==> config.mk <==
export PLATFORM = sky130hd
export DESIGN_NAME = gpio_banks
export DESIGN_NICKNAME = d
export VERILOG_FILES = /design/src/rtl/gpio_bank_pkg.sv /design/src/rtl/pin_sync.sv /design/src/rtl/edge_events.sv /design/src/rtl/gpio_banks.sv
export SDC_FILE = /design/constraint.sdc
export NUM_CORES = 1
export LEC_CHECK = 0
export BUFFER_PORTS_ARGS = -buffer_cell sky130_fd_sc_hd__buf_2
export CAP_MARGIN = 20
export CORE_ASPECT_RATIO = 0.75
export CORE_UTILIZATION = 55
export DETAILED_ROUTE_END_ITERATION = 12
export GPL_ROUTABILITY_DRIVEN = 0
export PLACE_DENSITY = 0.8
export REMOVE_ABC_BUFFERS = 1
export SYNTH_ARGS = -nofsm -noshare
export SYNTH_HDL_FRONTEND = slang
export SYNTH_SLANG_ARGS = --single-unit
==> constraint.sdc <==
create_clock -name clk -period 1.91 [get_ports clk]
set_clock_uncertainty 0.1 [all_clocks]
set_input_delay 0.2865 -clock clk [delete_from_list [all_inputs] [get_ports clk]]
set_output_delay 0.2865 -clock clk [all_outputs]
set_load 0.03 [all_outputs]
==> src/rtl/gpio_bank_pkg.sv <==
package gpio_bank_pkg;

  localparam int unsigned ADDR_W = 8;
  localparam int unsigned DATA_W = 32;
  localparam int unsigned PIN_COUNT = 64;

  // Register byte offsets
  localparam logic [7:0] OFS_LEVEL_LOW = 8'h00;
  localparam logic [7:0] OFS_VALUE_LOW = 8'h04;
  localparam logic [7:0] OFS_ENABLE_LOW = 8'h08;
  localparam logic [7:0] OFS_SELECT_LOW = 8'h0C;
  localparam logic [7:0] OFS_LEVEL_HIGH = 8'hB0;
  localparam logic [7:0] OFS_VALUE_HIGH = 8'hB4;
  localparam logic [7:0] OFS_ENABLE_HIGH = 8'hB8;
  localparam logic [7:0] OFS_SELECT_HIGH = 8'hBC;
  localparam logic [7:0] OFS_EVENT = 8'hC0;
  localparam logic [7:0] OFS_EVENT_MASK = 8'hC4;

  // Reset values
  localparam logic [31:0] RST_CTRL = 32'h0000_0000;
  localparam logic [31:0] READ_ZERO = 32'h0000_0000;

  // Pins that exist per direction
  localparam logic [63:0] INPUT_PINS_DEF = 64'h9FFF_FFFF_FFFF_FD7F;
  localparam logic [63:0] OUTPUT_PINS_DEF = 64'h9C7F_FFFF_FFFF_FD7F;

  // Edge events
  localparam int unsigned EVT_INPUTS = 7;
  localparam int unsigned EVT_RISE_LSB = 0;
  localparam int unsigned EVT_FALL_LSB = 8;
  localparam int unsigned ARM_CYCLES = 3;

  // Boot clock pins and divider
  localparam int unsigned AUDIO_MCLK_PIN = 11;
  localparam int unsigned AUDIO_OUT_PIN = 37;
  localparam int unsigned REF_DIVIDE = 16;
  localparam int unsigned REF_HALF = REF_DIVIDE / 2;
  localparam int unsigned REF_CNT_W = $clog2(REF_HALF);

endpackage

==> src/rtl/pin_sync.sv <==
`timescale 1ns/1ps
`default_nettype none
module pin_sync #(
  parameter int unsigned WIDTH = 64
) (
  input wire logic clk,
  input wire logic reset_n,
  input wire logic [WIDTH-1:0] async_in,
  output logic [WIDTH-1:0] sync_out
);

  logic [WIDTH-1:0] meta_q;

  // First stage feeds only the second
  always_ff @(posedge clk or negedge reset_n)
  begin
    if (!reset_n)
    begin
      meta_q <= '0;
      sync_out <= '0;
    end
    else
    begin
      meta_q <= async_in;
      sync_out <= meta_q;
    end
  end

endmodule
`default_nettype wire

==> src/rtl/edge_events.sv <==
`timescale 1ns/1ps
`default_nettype none
module edge_events #(
  parameter int unsigned INPUTS = gpio_bank_pkg::EVT_INPUTS
) (
  input wire logic clk,
  input wire logic reset_n,
  input wire logic armed,
  input wire logic [INPUTS-1:0] level,
  input wire logic [31:0] clear_bits,
  output logic [31:0] flags_q
);

  logic [INPUTS-1:0] prev_q;
  logic [31:0] set_bits;

  always_ff @(posedge clk or negedge reset_n)
  begin
    if (!reset_n)
    begin
      prev_q <= '0;
    end
    else
    begin
      prev_q <= level;
    end
  end

  always_comb
  begin
    set_bits = '0;
    if (armed)
    begin
      set_bits[gpio_bank_pkg::EVT_RISE_LSB +: INPUTS] = level & ~prev_q;
      set_bits[gpio_bank_pkg::EVT_FALL_LSB +: INPUTS] = ~level & prev_q;
    end
  end

  // Set beats a clear in the same cycle
  always_ff @(posedge clk or negedge reset_n)
  begin
    if (!reset_n)
    begin
      flags_q <= gpio_bank_pkg::RST_CTRL;
    end
    else
    begin
      flags_q <= (flags_q & ~clear_bits) | set_bits;
    end
  end

endmodule
`default_nettype wire

==> src/rtl/gpio_banks.sv <==
// Strobed register access is this design's own decision.
`timescale 1ns/1ps
`default_nettype none
module gpio_banks #(
  parameter logic [63:0] INPUT_PINS = gpio_bank_pkg::INPUT_PINS_DEF,
  parameter logic [63:0] OUTPUT_PINS = gpio_bank_pkg::OUTPUT_PINS_DEF
) (
  input wire logic clk,
  input wire logic reset_n,
  input wire logic [gpio_bank_pkg::ADDR_W-1:0] addr,
  input wire logic [gpio_bank_pkg::DATA_W-1:0] wdata,
  input wire logic wr_en,
  input wire logic rd_en,
  output logic [gpio_bank_pkg::DATA_W-1:0] rdata,
  input wire logic [63:0] pin_in,
  output logic [63:0] pin_out,
  output logic [63:0] pin_oe,
  input wire logic [63:0] primary_out,
  input wire logic [63:0] primary_oe,
  input wire logic crystal_reference_clock,
  output logic event_pending
);

  logic [31:0] drive_value_low_q;
  logic [31:0] drive_enable_low_q;
  logic [31:0] pin_select_low_q;
  logic [31:0] drive_value_high_q;
  logic [31:0] drive_enable_high_q;
  logic [31:0] pin_select_high_q;
  logic [31:0] edge_event_mask_q;
  logic [31:0] edge_event_flags;
  logic [31:0] clear_bits;
  logic [63:0] level_sync;
  logic [63:0] drive_value;
  logic [63:0] drive_enable;
  logic [63:0] pin_select;
  logic [1:0] arm_cnt_q;
  logic armed_q;
  logic ref_prev_q;
  logic ref_rise;
  logic [gpio_bank_pkg::REF_CNT_W-1:0] ref_cnt_q;
  logic ref_div_q;
  logic mclk_boot_q;
  logic audio_boot_q;
  logic [31:0] rdata_d;

  function automatic logic hit(
    input logic [gpio_bank_pkg::ADDR_W-1:0] a,
    input logic [7:0] ofs
  );
    hit = (a == ofs);
  endfunction

  assign drive_value = {drive_value_high_q, drive_value_low_q};
  assign drive_enable = {drive_enable_high_q, drive_enable_low_q};
  assign pin_select = {pin_select_high_q, pin_select_low_q};

  // Absent pins read as zero
  pin_sync #(
    .WIDTH(gpio_bank_pkg::PIN_COUNT)
  ) u_sync (
    .clk(clk),
    .reset_n(reset_n),
    .async_in(pin_in & INPUT_PINS),
    .sync_out(level_sync)
  );

  // Hold off edges until the synchroniser has filled, else a pin
  // sitting high at reset would report a false rising edge.
  always_ff @(posedge clk or negedge reset_n)
  begin
    if (!reset_n)
    begin
      arm_cnt_q <= '0;
      armed_q <= 1'b0;
    end
    else if (!armed_q)
    begin
      arm_cnt_q <= arm_cnt_q + 2'h1;
      armed_q <= (arm_cnt_q == 2'(gpio_bank_pkg::ARM_CYCLES - 1));
    end
  end

  assign clear_bits = (wr_en && hit(addr, gpio_bank_pkg::OFS_EVENT)) ? wdata : gpio_bank_pkg::READ_ZERO;

  edge_events #(
    .INPUTS(gpio_bank_pkg::EVT_INPUTS)
  ) u_events (
    .clk(clk),
    .reset_n(reset_n),
    .armed(armed_q),
    .level(level_sync[gpio_bank_pkg::EVT_INPUTS-1:0]),
    .clear_bits(clear_bits),
    .flags_q(edge_event_flags)
  );

  assign event_pending = |(edge_event_flags & edge_event_mask_q);

  // Low bank control
  always_ff @(posedge clk or negedge reset_n)
  begin
    if (!reset_n)
    begin
      drive_value_low_q <= gpio_bank_pkg::RST_CTRL;
      drive_enable_low_q <= gpio_bank_pkg::RST_CTRL;
      pin_select_low_q <= gpio_bank_pkg::RST_CTRL;
    end
    else if (wr_en)
    begin
      if (hit(addr, gpio_bank_pkg::OFS_VALUE_LOW))
      begin
        drive_value_low_q <= wdata;
      end
      if (hit(addr, gpio_bank_pkg::OFS_ENABLE_LOW))
      begin
        drive_enable_low_q <= wdata;
      end
      if (hit(addr, gpio_bank_pkg::OFS_SELECT_LOW))
      begin
        pin_select_low_q <= wdata;
      end
    end
  end

  // High bank control
  always_ff @(posedge clk or negedge reset_n)
  begin
    if (!reset_n)
    begin
      drive_value_high_q <= gpio_bank_pkg::RST_CTRL;
      drive_enable_high_q <= gpio_bank_pkg::RST_CTRL;
      pin_select_high_q <= gpio_bank_pkg::RST_CTRL;
    end
    else if (wr_en)
    begin
      if (hit(addr, gpio_bank_pkg::OFS_VALUE_HIGH))
      begin
        drive_value_high_q <= wdata;
      end
      if (hit(addr, gpio_bank_pkg::OFS_ENABLE_HIGH))
      begin
        drive_enable_high_q <= wdata;
      end
      if (hit(addr, gpio_bank_pkg::OFS_SELECT_HIGH))
      begin
        pin_select_high_q <= wdata;
      end
    end
  end

  // Event mask
  always_ff @(posedge clk or negedge reset_n)
  begin
    if (!reset_n)
    begin
      edge_event_mask_q <= gpio_bank_pkg::RST_CTRL;
    end
    else if (wr_en && hit(addr, gpio_bank_pkg::OFS_EVENT_MASK))
    begin
      edge_event_mask_q <= wdata;
    end
  end

  // Reference is sampled, so the divided clock counts its rising edges
  always_ff @(posedge clk or negedge reset_n)
  begin
    if (!reset_n)
    begin
      ref_prev_q <= 1'b0;
    end
    else
    begin
      ref_prev_q <= crystal_reference_clock;
    end
  end

  assign ref_rise = crystal_reference_clock & ~ref_prev_q;

  always_ff @(posedge clk or negedge reset_n)
  begin
    if (!reset_n)
    begin
      ref_cnt_q <= '0;
      ref_div_q <= 1'b0;
    end
    else if (ref_rise)
    begin
      if (ref_cnt_q == gpio_bank_pkg::REF_CNT_W'(gpio_bank_pkg::REF_HALF - 1))
      begin
        ref_cnt_q <= '0;
        ref_div_q <= ~ref_div_q;
      end
      else
      begin
        ref_cnt_q <= ref_cnt_q + gpio_bank_pkg::REF_CNT_W'(1);
      end
    end
  end

  // Boot clocks stop for good once software first selects the pin
  always_ff @(posedge clk or negedge reset_n)
  begin
    if (!reset_n)
    begin
      mclk_boot_q <= 1'b1;
      audio_boot_q <= 1'b1;
    end
    else
    begin
      if (pin_select[gpio_bank_pkg::AUDIO_MCLK_PIN])
      begin
        mclk_boot_q <= 1'b0;
      end
      if (pin_select[gpio_bank_pkg::AUDIO_OUT_PIN])
      begin
        audio_boot_q <= 1'b0;
      end
    end
  end

  // Pin drive mux
  always_comb
  begin
    for (int i = 0; i < gpio_bank_pkg::PIN_COUNT; i++)
    begin
      if (pin_select[i] && OUTPUT_PINS[i])
      begin
        pin_oe[i] = drive_enable[i];
        pin_out[i] = drive_enable[i] & drive_value[i];
      end
      else
      begin
        pin_oe[i] = primary_oe[i];
        pin_out[i] = primary_out[i];
      end
    end
    // Reference passes straight through to pin 11: no flop stands in its path
    if (mclk_boot_q)
    begin
      pin_oe[gpio_bank_pkg::AUDIO_MCLK_PIN] = 1'b1;
      pin_out[gpio_bank_pkg::AUDIO_MCLK_PIN] = crystal_reference_clock;
    end
    if (audio_boot_q)
    begin
      pin_oe[gpio_bank_pkg::AUDIO_OUT_PIN] = 1'b1;
      pin_out[gpio_bank_pkg::AUDIO_OUT_PIN] = ref_div_q;
    end
  end

  // Read decode; clear register reads back the event flags
  always_comb
  begin
    rdata_d = gpio_bank_pkg::READ_ZERO;
    unique case (addr)
      gpio_bank_pkg::OFS_LEVEL_LOW: rdata_d = level_sync[31:0];
      gpio_bank_pkg::OFS_VALUE_LOW: rdata_d = drive_value_low_q;
      gpio_bank_pkg::OFS_ENABLE_LOW: rdata_d = drive_enable_low_q;
      gpio_bank_pkg::OFS_SELECT_LOW: rdata_d = pin_select_low_q;
      gpio_bank_pkg::OFS_LEVEL_HIGH: rdata_d = level_sync[63:32];
      gpio_bank_pkg::OFS_VALUE_HIGH: rdata_d = drive_value_high_q;
      gpio_bank_pkg::OFS_ENABLE_HIGH: rdata_d = drive_enable_high_q;
      gpio_bank_pkg::OFS_SELECT_HIGH: rdata_d = pin_select_high_q;
      gpio_bank_pkg::OFS_EVENT: rdata_d = edge_event_flags;
      gpio_bank_pkg::OFS_EVENT_MASK: rdata_d = edge_event_mask_q;
      default: rdata_d = gpio_bank_pkg::READ_ZERO;
    endcase
  end

  // Read data stands only in the cycle after the strobe
  always_ff @(posedge clk or negedge reset_n)
  begin
    if (!reset_n)
    begin
      rdata <= gpio_bank_pkg::READ_ZERO;
    end
    else if (rd_en)
    begin
      rdata <= rdata_d;
    end
    else
    begin
      rdata <= gpio_bank_pkg::READ_ZERO;
    end
  end

endmodule
`default_nettype wire

# Word-level counts from Yosys, hierarchy flattened
# Cells that the tools add are included.
[word_totals] regBits=425 inputBits=237 out_inout_bits=161 wordCells=236
[classes] addsub=2 eq_ne=11 muxes=125 n_bitwise=68 reduce_logical=11
[op_table] operator="32-bit one-hot mux with 10 select lines" count=1
[op_table] operator="1-bit two-way mux" count=119
[op_table] operator="32-bit bitwise AND" count=2
[op_table] operator="32-bit two-way mux" count=2
[op_table] operator="1-bit bitwise AND" count=58
[op_table] operator="8-bit == test, second input constant" count=6
[op_table] operator="32-bit inverter" count=1
[op_table] operator="32-bit by 15-bit bitwise OR with 32-bit output" count=1
[op_table] operator="32-bit OR reduction" count=1
[op_table] operator="8-bit by 4-bit == test with 1-bit output, second input constant" count=2
[op_table] operator="7-bit bitwise AND" count=2
[op_table] operator="7-bit two-way mux" count=2
[op_table] operator="7-bit inverter" count=2
[op_table] operator="2-bit AND reduction" count=7
[op_table] operator="8-bit by 3-bit == test with 1-bit output, second input constant" count=1
[op_table] operator="8-bit zero test" count=1
[op_table] operator="3-bit by 1-bit adder with 3-bit output, second input constant" count=1
[op_table] operator="3-bit == test, second input constant" count=1
[op_table] operator="3-bit two-way mux" count=1
[op_table] operator="2-bit by 1-bit adder with 2-bit output, second input constant" count=1
[op_table] operator="2-bit == test, second input constant" count=1
[op_table] operator="1-bit logical AND" count=2
[op_table] operator="1-bit inverter" count=2

# Depth between registers and ports, before layout
# Gate-level depths: netlist of run 1.
[logic_depth] word_depth=6 ltp_mapped=7

# Cells and area by module
# A second synthesis of run 1 with hierarchy kept.
[unflattened] hier_cells=1491 area_unflattened_um2=19004.5
[by_module_without_submodules] module="gpio_banks" n_inst=1 cells_each=1263 area_each_um2=14472.6
[by_module_without_submodules] module="pin_sync" n_inst=1 cells_each=128 area_each_um2=3203.1
[by_module_without_submodules] module="edge_events" n_inst=1 cells_each=100 area_each_um2=1328.8

# Worst setup path before layout of run 1
# No wires, ideal clock.
[synth_timing] path_kind="in2reg" from="input port addr[4] (netlist name)" to="register drive_value_low_q[10]" setup_time_ns=0.125 arrival_ns=1.720 path_slack_ns=-0.035 path_stages=6 path_buffers=3 path_cell_list="buf_4 > or4_4 > buf_6 > nor2_8 > buf_12 > mux2_4"
[synth_via] elab_chain_cells=2
[synth_lines] element="start: declaration" line_no="gpio_banks.sv:10" source="input wire logic [gpio_bank_pkg::ADDR_W-1:0] addr,"
[synth_lines] element="8-bit by 3-bit == test with 1-bit output" line_no="gpio_banks.sv:51" source="hit = (a == ofs);"
[synth_lines] element="2-bit AND reduction (no source line)"
[synth_lines] element="end signal: assignment" line_no="gpio_banks.sv:104" source="drive_value_low_q <= gpio_bank_pkg::RST_CTRL;"
[synth_lines] element="end signal: assignment" line_no="gpio_banks.sv:112" source="drive_value_low_q <= wdata;"
[synth_lines] element="end: declaration" line_no="gpio_banks.sv:24" source="logic [31:0] drive_value_low_q;"
# Every way passes these cells.
# A chain may end at the register's enable or synchronous reset.

# Worst setup path after layout of run 1
[layout_timing] from="register edge_event_mask_q[26]" to="output port event_pending"
[layout_via] elab_chain_cells=2
[layout_lines] element="start: declaration" line_no="gpio_banks.sv:30" source="logic [31:0] edge_event_mask_q;"
[layout_lines] element="start signal: assignment" line_no="gpio_banks.sv:156" source="edge_event_mask_q <= gpio_bank_pkg::RST_CTRL;"
[layout_lines] element="start signal: assignment" line_no="gpio_banks.sv:160" source="edge_event_mask_q <= wdata;"
[layout_lines] element="32-bit bitwise AND" line_no="gpio_banks.sv:97" source="assign event_pending = |(edge_event_flags & edge_event_mask_q);"
[layout_lines] element="32-bit OR reduction" line_no="gpio_banks.sv:97"
[layout_lines] element="end: declaration" line_no="gpio_banks.sv:21" source="output logic event_pending"
# Every way passes these cells.

==> summary.md, run 1 <==
| Metric | Value |
|---|---|
| Status | `complete, but fails checks` |
| Failing checks | `setup timing` |
| Final period utilization | `129%` |
| Via density | `5.86` |
| Met2 Use GR | `between 50% and 60%` |
| Final Cell Area | `24,400 sq um` |
| Asr flop ratio synth | `100%` |
| Post-synth top area cell | `dfrtp_1` |
| CTS Buffer Depth | `3` |
| Transition time of the tightest slew-check pin | `534 ps` |
| Syn avg cell area | `13.4 sq um` |
| Final net count | `2,182` |
| Max-slew violation count | `0` |
| First-pass GRT wire length | `84,900 um` |
| Post-synthesis sequential area ratio | `57.2%` |
| FILL cells | `2,063` |
| Peak supply drop | `0.000613 V` |
| HPWL Detailed | `37,600 um` |
| Max_cap viols | `0` |
| Antenna violations before repair | `3` |
| Number of CTS-inserted buffers | `just over 40` |
| Chip Height | `approximately 160 um` |
| Setup Crit Path Kind | `register to output port` |
| Initial core utilization | `56.7%` |
| Crit-path max cell delay | `560 ps` |
| Reg clk slew, reported paths | `about 60 ps` |
| GR Util met1 | `44.6%` |
| I/O pin count | `398` |
| Placed instance count | `2,236` |
| Layout cells sized above 1 | `45.9%` |
| Wire per inst | `23.0 um` |
| Data required, critical path | `between 1500 and 2000 ps` |
| Dominant cells by area after synthesis | `dfrtp_1 (57%), mux2_2 (14%), mux2i_1 (3.9%), mux2_4 (2.4%), a22oi_1 (2.3%)` |
| Met3 usage | `7.59%` |
| Hold Violations, Final | `0` |
| Area Overhead vs Synth | `31.2%` |
| Top-count cell post-synth | `dfrtp_1` |
| Synth Warn # | `0` |
| Slowest-stage cell, CP | `or4_4` |
| Htree depth | `2` |
| Pwr dens | `approximately 830 nW/um^2` |
| Initial DRC count | `between 1,000 and 1,500` |
| Gr busiest metal | `met2` |
| Worst min path class | `input port to register` |
| Core box area | `32,800 sq um` |
| Die area | `around 35,000 sq um` |
| Critical Path Fanout Max | `3` |
| Unrepaired setup endpoints after global routing | `true` |
| GRT Overall Usage | `32.2%` |
| Cells along the critical path | `a22oi_2, nand4_1, or4_4, buf_6` |
| Pin count of the biggest net entering global routing | `52` |
| CTS Sinks | `425` |
| Leakage | `11.9 nW` |
| Die W | `214 um` |
| Final setup viols | `1` |
| Top post-synthesis cells by count | `dfrtp_1 (423), mux2_2 (229), o21ai_0 (82)` |
| Grt total ovfl | `0` |
| Distinct cells, synth | `60` |
| Post-route insts no fill | `2,416` |
| PortBufs | `between 300 and 400` |
| CP endpoint kind | `output port` |
| Vias in the first global route | `14,700` |
| DR pass1 iterations | `5` |
| Yosys top cell area share | `56.9%` |
| Prevailing post-synth register cell | `dfrtp_1` |
| WP data arrival | `2080 ps` |
| Total Wirelength | `55,500 um` |
| Row count | `57` |
| CTS tree | `yes` |
| Synthesized area | `roughly 19,000 sq um` |
| Relative slew slack | `64.4%` |
| Post-synthesis sequential element count | `between 400 and 500` |
| Min cycle time layout | `2470 ps` |
| Slack of the critical path | `-557 ps` |
| Post-synth EDFFs | `0` |
| Clk root buf | `clkbuf_16` |
| DRC | `0` |
| Maximum clock rate | `0.405 GHz` |
| Final antenna-violating net count | `0` |
| Synthesized instance count | `approximately 1,400` |
| Vias | `14,200` |
| Area post-placement | `21,900 sq um` |
| Startpoint Class | `register` |
| Clock Latency Late Sink | `540 ps` |
-- flip-flops by register name (all words and copies together), names as in the netlist, 32 cells and up --
| register | count |
|---|---|
| u_events.flags_q | 32 |
| pin_select_high_q | 32 |
| edge_event_mask_q | 32 |
| drive_value_high_q | 32 |
| drive_enable_high_q | 32 |
| drive_enable_low_q | 32 |
| rdata | 32 |
| u_sync.sync_out | 60 |
| drive_value_low_q | 32 |
| u_sync.meta_q | 60 |
| pin_select_low_q | 32 |
-- path summary, 6_finish.rpt --
path / end / start / depth (start not counted) / slack, ps
max: event_pending / edge_event_mask_q[26]$_DFFE_PN0P_ / 4 / -560
min reg2reg: u_sync.sync_out[13]$_DFF_PN0_ / u_sync.meta_q[13]$_DFF_PN0_ / 0 / 240
max in group asynchronous: pin_select_low_q[21]$_DFFE_PN0P_ / reset_n / 3 / 750
min: u_events.flags_q[13]$_DFF_PN0_ / wdata[13] / 3 / 20
max reg2reg: rdata[6]$_DFF_PN0_ / pin_select_low_q[6]$_DFFE_PN0P_ / 5 / 280
min in group asynchronous: u_sync.sync_out[51]$_DFF_PN0_ / reset_n / 2 / 210
-- critical path: cells and delay by family (launching register included) --
family | cells | cell delay (ps)
buf+inv | 1 | 160
flops | 1 | 400
simple gates | 2 | 730
compound gates | 1 | 250
-- what timing repair did --
action / 4_1_cts / 5_1_grt
hold endpoints to repair: 185 / 0
endpoints found under the setup margin: 10 / 39
pin swaps: 5 / 2
resized for setup: 19 / 50
setup buffers: 6 / 12
hold buffers: 88 / 0
-- cell families after synthesis --
group                      synth area share, %
xor gates and xnor gates                0.0941
adders and majority gates                0.202
AOI/OAI and AO/OA                         9.51
muxes                                     23.8
buffers and inverters                     4.31
and+or+nand+nor                           4.96
DFF                                       57.2
-- area by class of cell --
type	count	area [sq um]	share of cell area (%)
diodes	3	7.51	0.0308
repair buffers	602	4310	17.7
well taps	442	553	2.27
clock inverters	15	193	0.789
inverters	58	218	0.892
multi-input cells	814	7310	29.9
clock buffers	57	1170	4.78
flip-flops and latches	425	10700	43.7
-- report_power, final --
group	internal, mW	total, mW	switching [mW]
sequential	9.41	9.76	0.346
clock	4.82	8.25	3.43
combinational	1.09	2.31	1.22
total	15.3	20.3	4.99
-- routing by layer --
metal  vias up  share of wire [%]
met5         -                  0
met4         0                2.6
met3       100                9.7
met2       773                 47
met1      7112                 41
li1       6178                  -
-- layout by cell type, fill, tap and decap left out, types with 9 or more instances in the layout --
cell / synthesis / final
nand2_1: 44 / 44
dfrtp_2: 0 / 15
clkbuf_16: 0 / 41
buf_12: 3 / 33
nor2_1: 10 / 9
o2bb2ai_1: 13 / 13
inv_1: 58 / 58
a22oi_2: 0 / 10
o21a_1: 18 / 18
mux2_2: 229 / 221
buf_4: 27 / 127
nand3_1: 79 / 77
mux4_2: 18 / 18
dlygate4sd3_1: 0 / 88
mux2_4: 30 / 38
mux2_1: 23 / 23
o21ai_0: 82 / 78
a21boi_0: 19 / 19
dfrtp_1: 423 / 408
o22ai_1: 42 / 42
buf_2: 22 / 344
mux2i_1: 73 / 73
a22oi_1: 56 / 46
-- metrics by stage --
stage / TNS (ps) / utilization (%) / setup slack [ps] / power [mW] / hold WS, ps
floorplan: -329780 / - / -2850 / 10.9 / -109
global placement: -3310 / 66.7 / -209 / 11.8 / 176
detailed placement: -4890 / 66.7 / -199 / 11.9 / 174
CTS: -567 / 73.8 / -567 / 20.3 / 0.486
global route: -739 / 74.4 / -574 / 21.0 / 22.3
finish: -557 / 74.4 / -557 / 20.3 / 18.5
Note: power is estimated with default switching activity, not from simulation.
==> inputs of run 2 (changes only) <==
--- a/config.mk
+++ b/config.mk
@@ -15,4 +15,5 @@
 export REMOVE_ABC_BUFFERS = 1
 export SYNTH_ARGS = -nofsm -noshare
 export SYNTH_HDL_FRONTEND = slang
+export SYNTH_HIERARCHICAL = 1
 export SYNTH_SLANG_ARGS = --single-unit
==> summary.md, run 2 <==
| Metric | Value |
|---|---|
| Vias | `14,600 (+2.8%)` |
| Yosys top cell area share | `56.8% (-0.13 points)` |
| Area Overhead vs Synth | `30.7%` |
| Reg clk slew, reported paths | `60 ps (about the same)` |
| Initial core utilization | `56.3% (-0.41 points)` |
| Core box area | `33,700 sq um (+2.9%)` |
| Startpoint Class | `register` |
| Number of CTS-inserted buffers | `41 (unchanged)` |
| CP endpoint kind | `output port` |
| Relative slew slack | `46.7% (-18 points)` |
| Max_cap viols | `0 (unchanged)` |
| Transition time of the tightest slew-check pin | `799 ps (+265 ps)` |
| Pwr dens | `816 nW/um^2 (-1.9%)` |
| I/O pin count | `398 (unchanged)` |
| Critical Path Fanout Max | `2 (-1)` |
| Pin count of the biggest net entering global routing | `71 (+37%)` |
| Layout cells sized above 1 | `43.8% (-2.1 points)` |
| Final setup viols | `1 (unchanged)` |
| WP data arrival | `2130 ps (+50 ps)` |
| Max-slew violation count | `0 (unchanged)` |
| Htree depth | `2 (unchanged)` |
| Die W | `217 um (+1.0%)` |
| Worst path buffer plus inverter count | `1 (unchanged)` |
| Placed instance count | `2,334 (+4.4%)` |
| Via density | `5.79 (-1.2%)` |
| Clock Latency Late Sink | `540 ps (about the same)` |
| Total Wirelength | `56,700 um (+2.1%)` |
| Slowest-stage cell, CP | `or4_4` |
| Asr flop ratio synth | `100% (unchanged)` |
| DP Worst Slack | `-376 ps (-177 ps)` |
| First-pass GRT wire length | `86,000 um (+1.3%)` |
| Prevailing post-synth register cell | `dfrtp_1` |
| Post-synth EDFFs | `0 (unchanged)` |
| Crit-path max cell delay | `570 ps (about the same)` |
| CTS tree | `yes` |
| PortBufs | `365 (unchanged)` |
| Wire per inst | `22.5 um (-1.9%)` |
| Cells along the critical path | `a22oi_1, nand4_1, or4_4, buf_6` |
| Grt total ovfl | `0 (unchanged)` |
| Commonest non-fill, non-tap cell in the layout | `dfrtp_1` |
| Post-synthesis sequential element count | `433 (+1.9%)` |
| Antenna violations before repair | `2 (-1)` |
| Final period utilization | `132% (+2.4 points)` |
| Leakage | `12.3 nW (+3.6%)` |
| Synthesized instance count | `1,491 (+7.7%)` |
| Regs by FF count | `u_sync/meta_q: 64 flops, u_sync/sync_out: 64 flops` |
| HPWL Detailed | `37,000 um (-1.5%)` |
| Slack of the critical path | `-604 ps (-46.6 ps)` |
| Failing checks | `setup timing` |
| Top post-synthesis cells by count | `dfrtp_1 (431), mux2_2 (247), mux2i_1 (97)` |
| Most frequent cells in the layout | `dfrtp_1 (412), buf_2 (338), mux2_2 (239), buf_4 (132), mux2i_1 (97)` |
| Worst min path class | `input port to register` |
| Final antenna-violating net count | `0 (unchanged)` |
| DR pass1 iterations | `5 (unchanged)` |
| Distinct cells, synth | `46 (-23%)` |
| Vias in the first global route | `14,900 (+1.1%)` |
| Clk root buf | `clkbuf_16` |
| Post-route insts no fill | `2,515 (+4.1%)` |
| Initial DRC count | `1,184 (-5.4%)` |
| DRC | `0 (unchanged)` |
| Unrepaired setup endpoints after global routing | `true` |
| Data required, critical path | `1520 ps (about the same)` |
| Top-count cell post-synth | `dfrtp_1` |
| Min cycle time layout | `2510 ps (+46.6 ps)` |
| Final Util | `73.6% (-0.81 points)` |
| Hold Violations, Final | `0 (unchanged)` |
| CTS Sinks | `433 (+1.9%)` |
| Row count | `58 (+1.8%)` |
| Post-synth top area cell | `dfrtp_1` |
| Synth Warn # | `6 (+6)` |
| Setup Crit Path Kind | `register to output port` |
| Post-synthesis sequential area ratio | `57.0% (-0.13 points)` |
| Status | `complete, but fails checks` |
| Critical path's top delay family | `simple AND/OR/NAND/NOR gates` |
| GRT Overall Usage | `32.2% (about the same)` |
| Peak supply drop | `0.000742 V (+21%)` |
| CTS Buffer Depth | `3 (unchanged)` |
| Final net count | `2,274 (+4.2%)` |
| Maximum clock rate | `0.398 GHz (-1.9%)` |
| Syn avg cell area | `12.7 sq um (-5.1%)` |
| Die area | `35,300 sq um (+2.1%)` |
| Chip Height | `163 um (+1.0%)` |
| Dominant cells by area after synthesis | `dfrtp_1 (57%), mux2_2 (15%), mux2i_1 (5.1%), o21ai_0 (2.5%), mux2_4 (2.4%)` |
| Synthesized area | `19,000 sq um (+2.1%)` |
-- run 2: cell types whose count changed in the layout (fill, tap and decap cells not counted), sizes merged, moves of 17 or more --
cell,before,now
a21boi,19,0
a31oi,6,34
and2,2,32
and3,2,32
mux2i,73,97
mux4,18,0
nand3,79,57
nor2b,8,25
nor3b,2,32
o21a,18,0
o2bb2ai,13,32
-- run 2: power breakdown --
part / total, mW / internal (mW) / leakage (nW) / switching, mW
Sequential: 9.92 / 9.59 / 5.56 / 0.329
Combinational: 2.24 / 1.05 / 6.06 / 1.19
Clock: 8.12 / 4.68 / 0.670 / 3.45
-- run 2: repair_timing --
action	4_1_cts	5_1_grt
hold buffers	80	0
pin swaps	4	1
setup buffers	14	13
hold endpoints to repair	311	0
endpoints found under the setup margin	13	48
gates resized for setup	16	67
-- run 2: path summary, 6_finish.rpt --
kind                                                start                            endpoint  slack, ps  cells after the start
hold / removal                                   wdata[3]   drive_enable_low_q[3]$_DFFE_PN0P_         20                      2
max in group asynchronous                         reset_n    pin_select_low_q[24]$_DFFE_PN0P_        700                      3
min in group asynchronous                         reset_n  drive_enable_low_q[25]$_DFFE_PN0P_        190                      2
setup reg to reg                        armed_q$_DFF_PN0_      u_events/flags_q[11]$_DFF_PN0_        400                      2
hold reg to reg               u_sync/meta_q[24]$_DFF_PN0_       u_sync/sync_out[24]$_DFF_PN0_        250                      0
setup / recovery           u_events/flags_q[30]$_DFF_PN0_                       event_pending       -600                      4
-- run 2: area by class of cell --
| class | instances | area, sq um |
|---|---|---|
| inverters | 71 | 267 |
| flip-flops and latches | 433 | 10900 |
| well taps | 450 | 563 |
| diodes | 2 | 5.00 |
| clock inverters | 13 | 115 |
| clock buffers | 59 | 1210 |
| multi-input cells | 896 | 7600 |
| fillers | 2201 | 8910 |
| repair buffers | 591 | 4220 |
-- run 2: kinds of logic after synthesis --
family,synth area share (%)
AO/OA/AOI/OAI,8.53
XOR/XNOR,0.0922
adder cells (fa/ha/maj),0.198
buffers and inverters,3.86
flip-flops,57.0
multiplexers,22.4
other,0.0197
AND/OR/NAND/NOR,7.85
-- run 2: routing by layer --
metal | global-route usage (%) | wire length (um) | up-vias
li1 | - | - | 6449
met1 | 43.9 | 24000 | 7342
met2 | 52.1 | 27000 | 653
met3 | 6.09 | 4010 | 121
met4 | 11.0 | 1610 | 0
met5 | 0 | 0 | -
-- run 2: stage by stage --
stage	hold slack [ps]	setup TNS (ps)	instance area, sq um	total power [mW]
6_report	23.2	-604	24800	20.3
2_1_floorplan	-109	-436460	18500	11.0
5_1_grt	22.0	-866	24800	21.0
3_5_place_dp	150	-55450	22300	12.1
4_1_cts	0.946	-612	24600	20.3
3_3_place_gp	156	-48370	22300	12.0
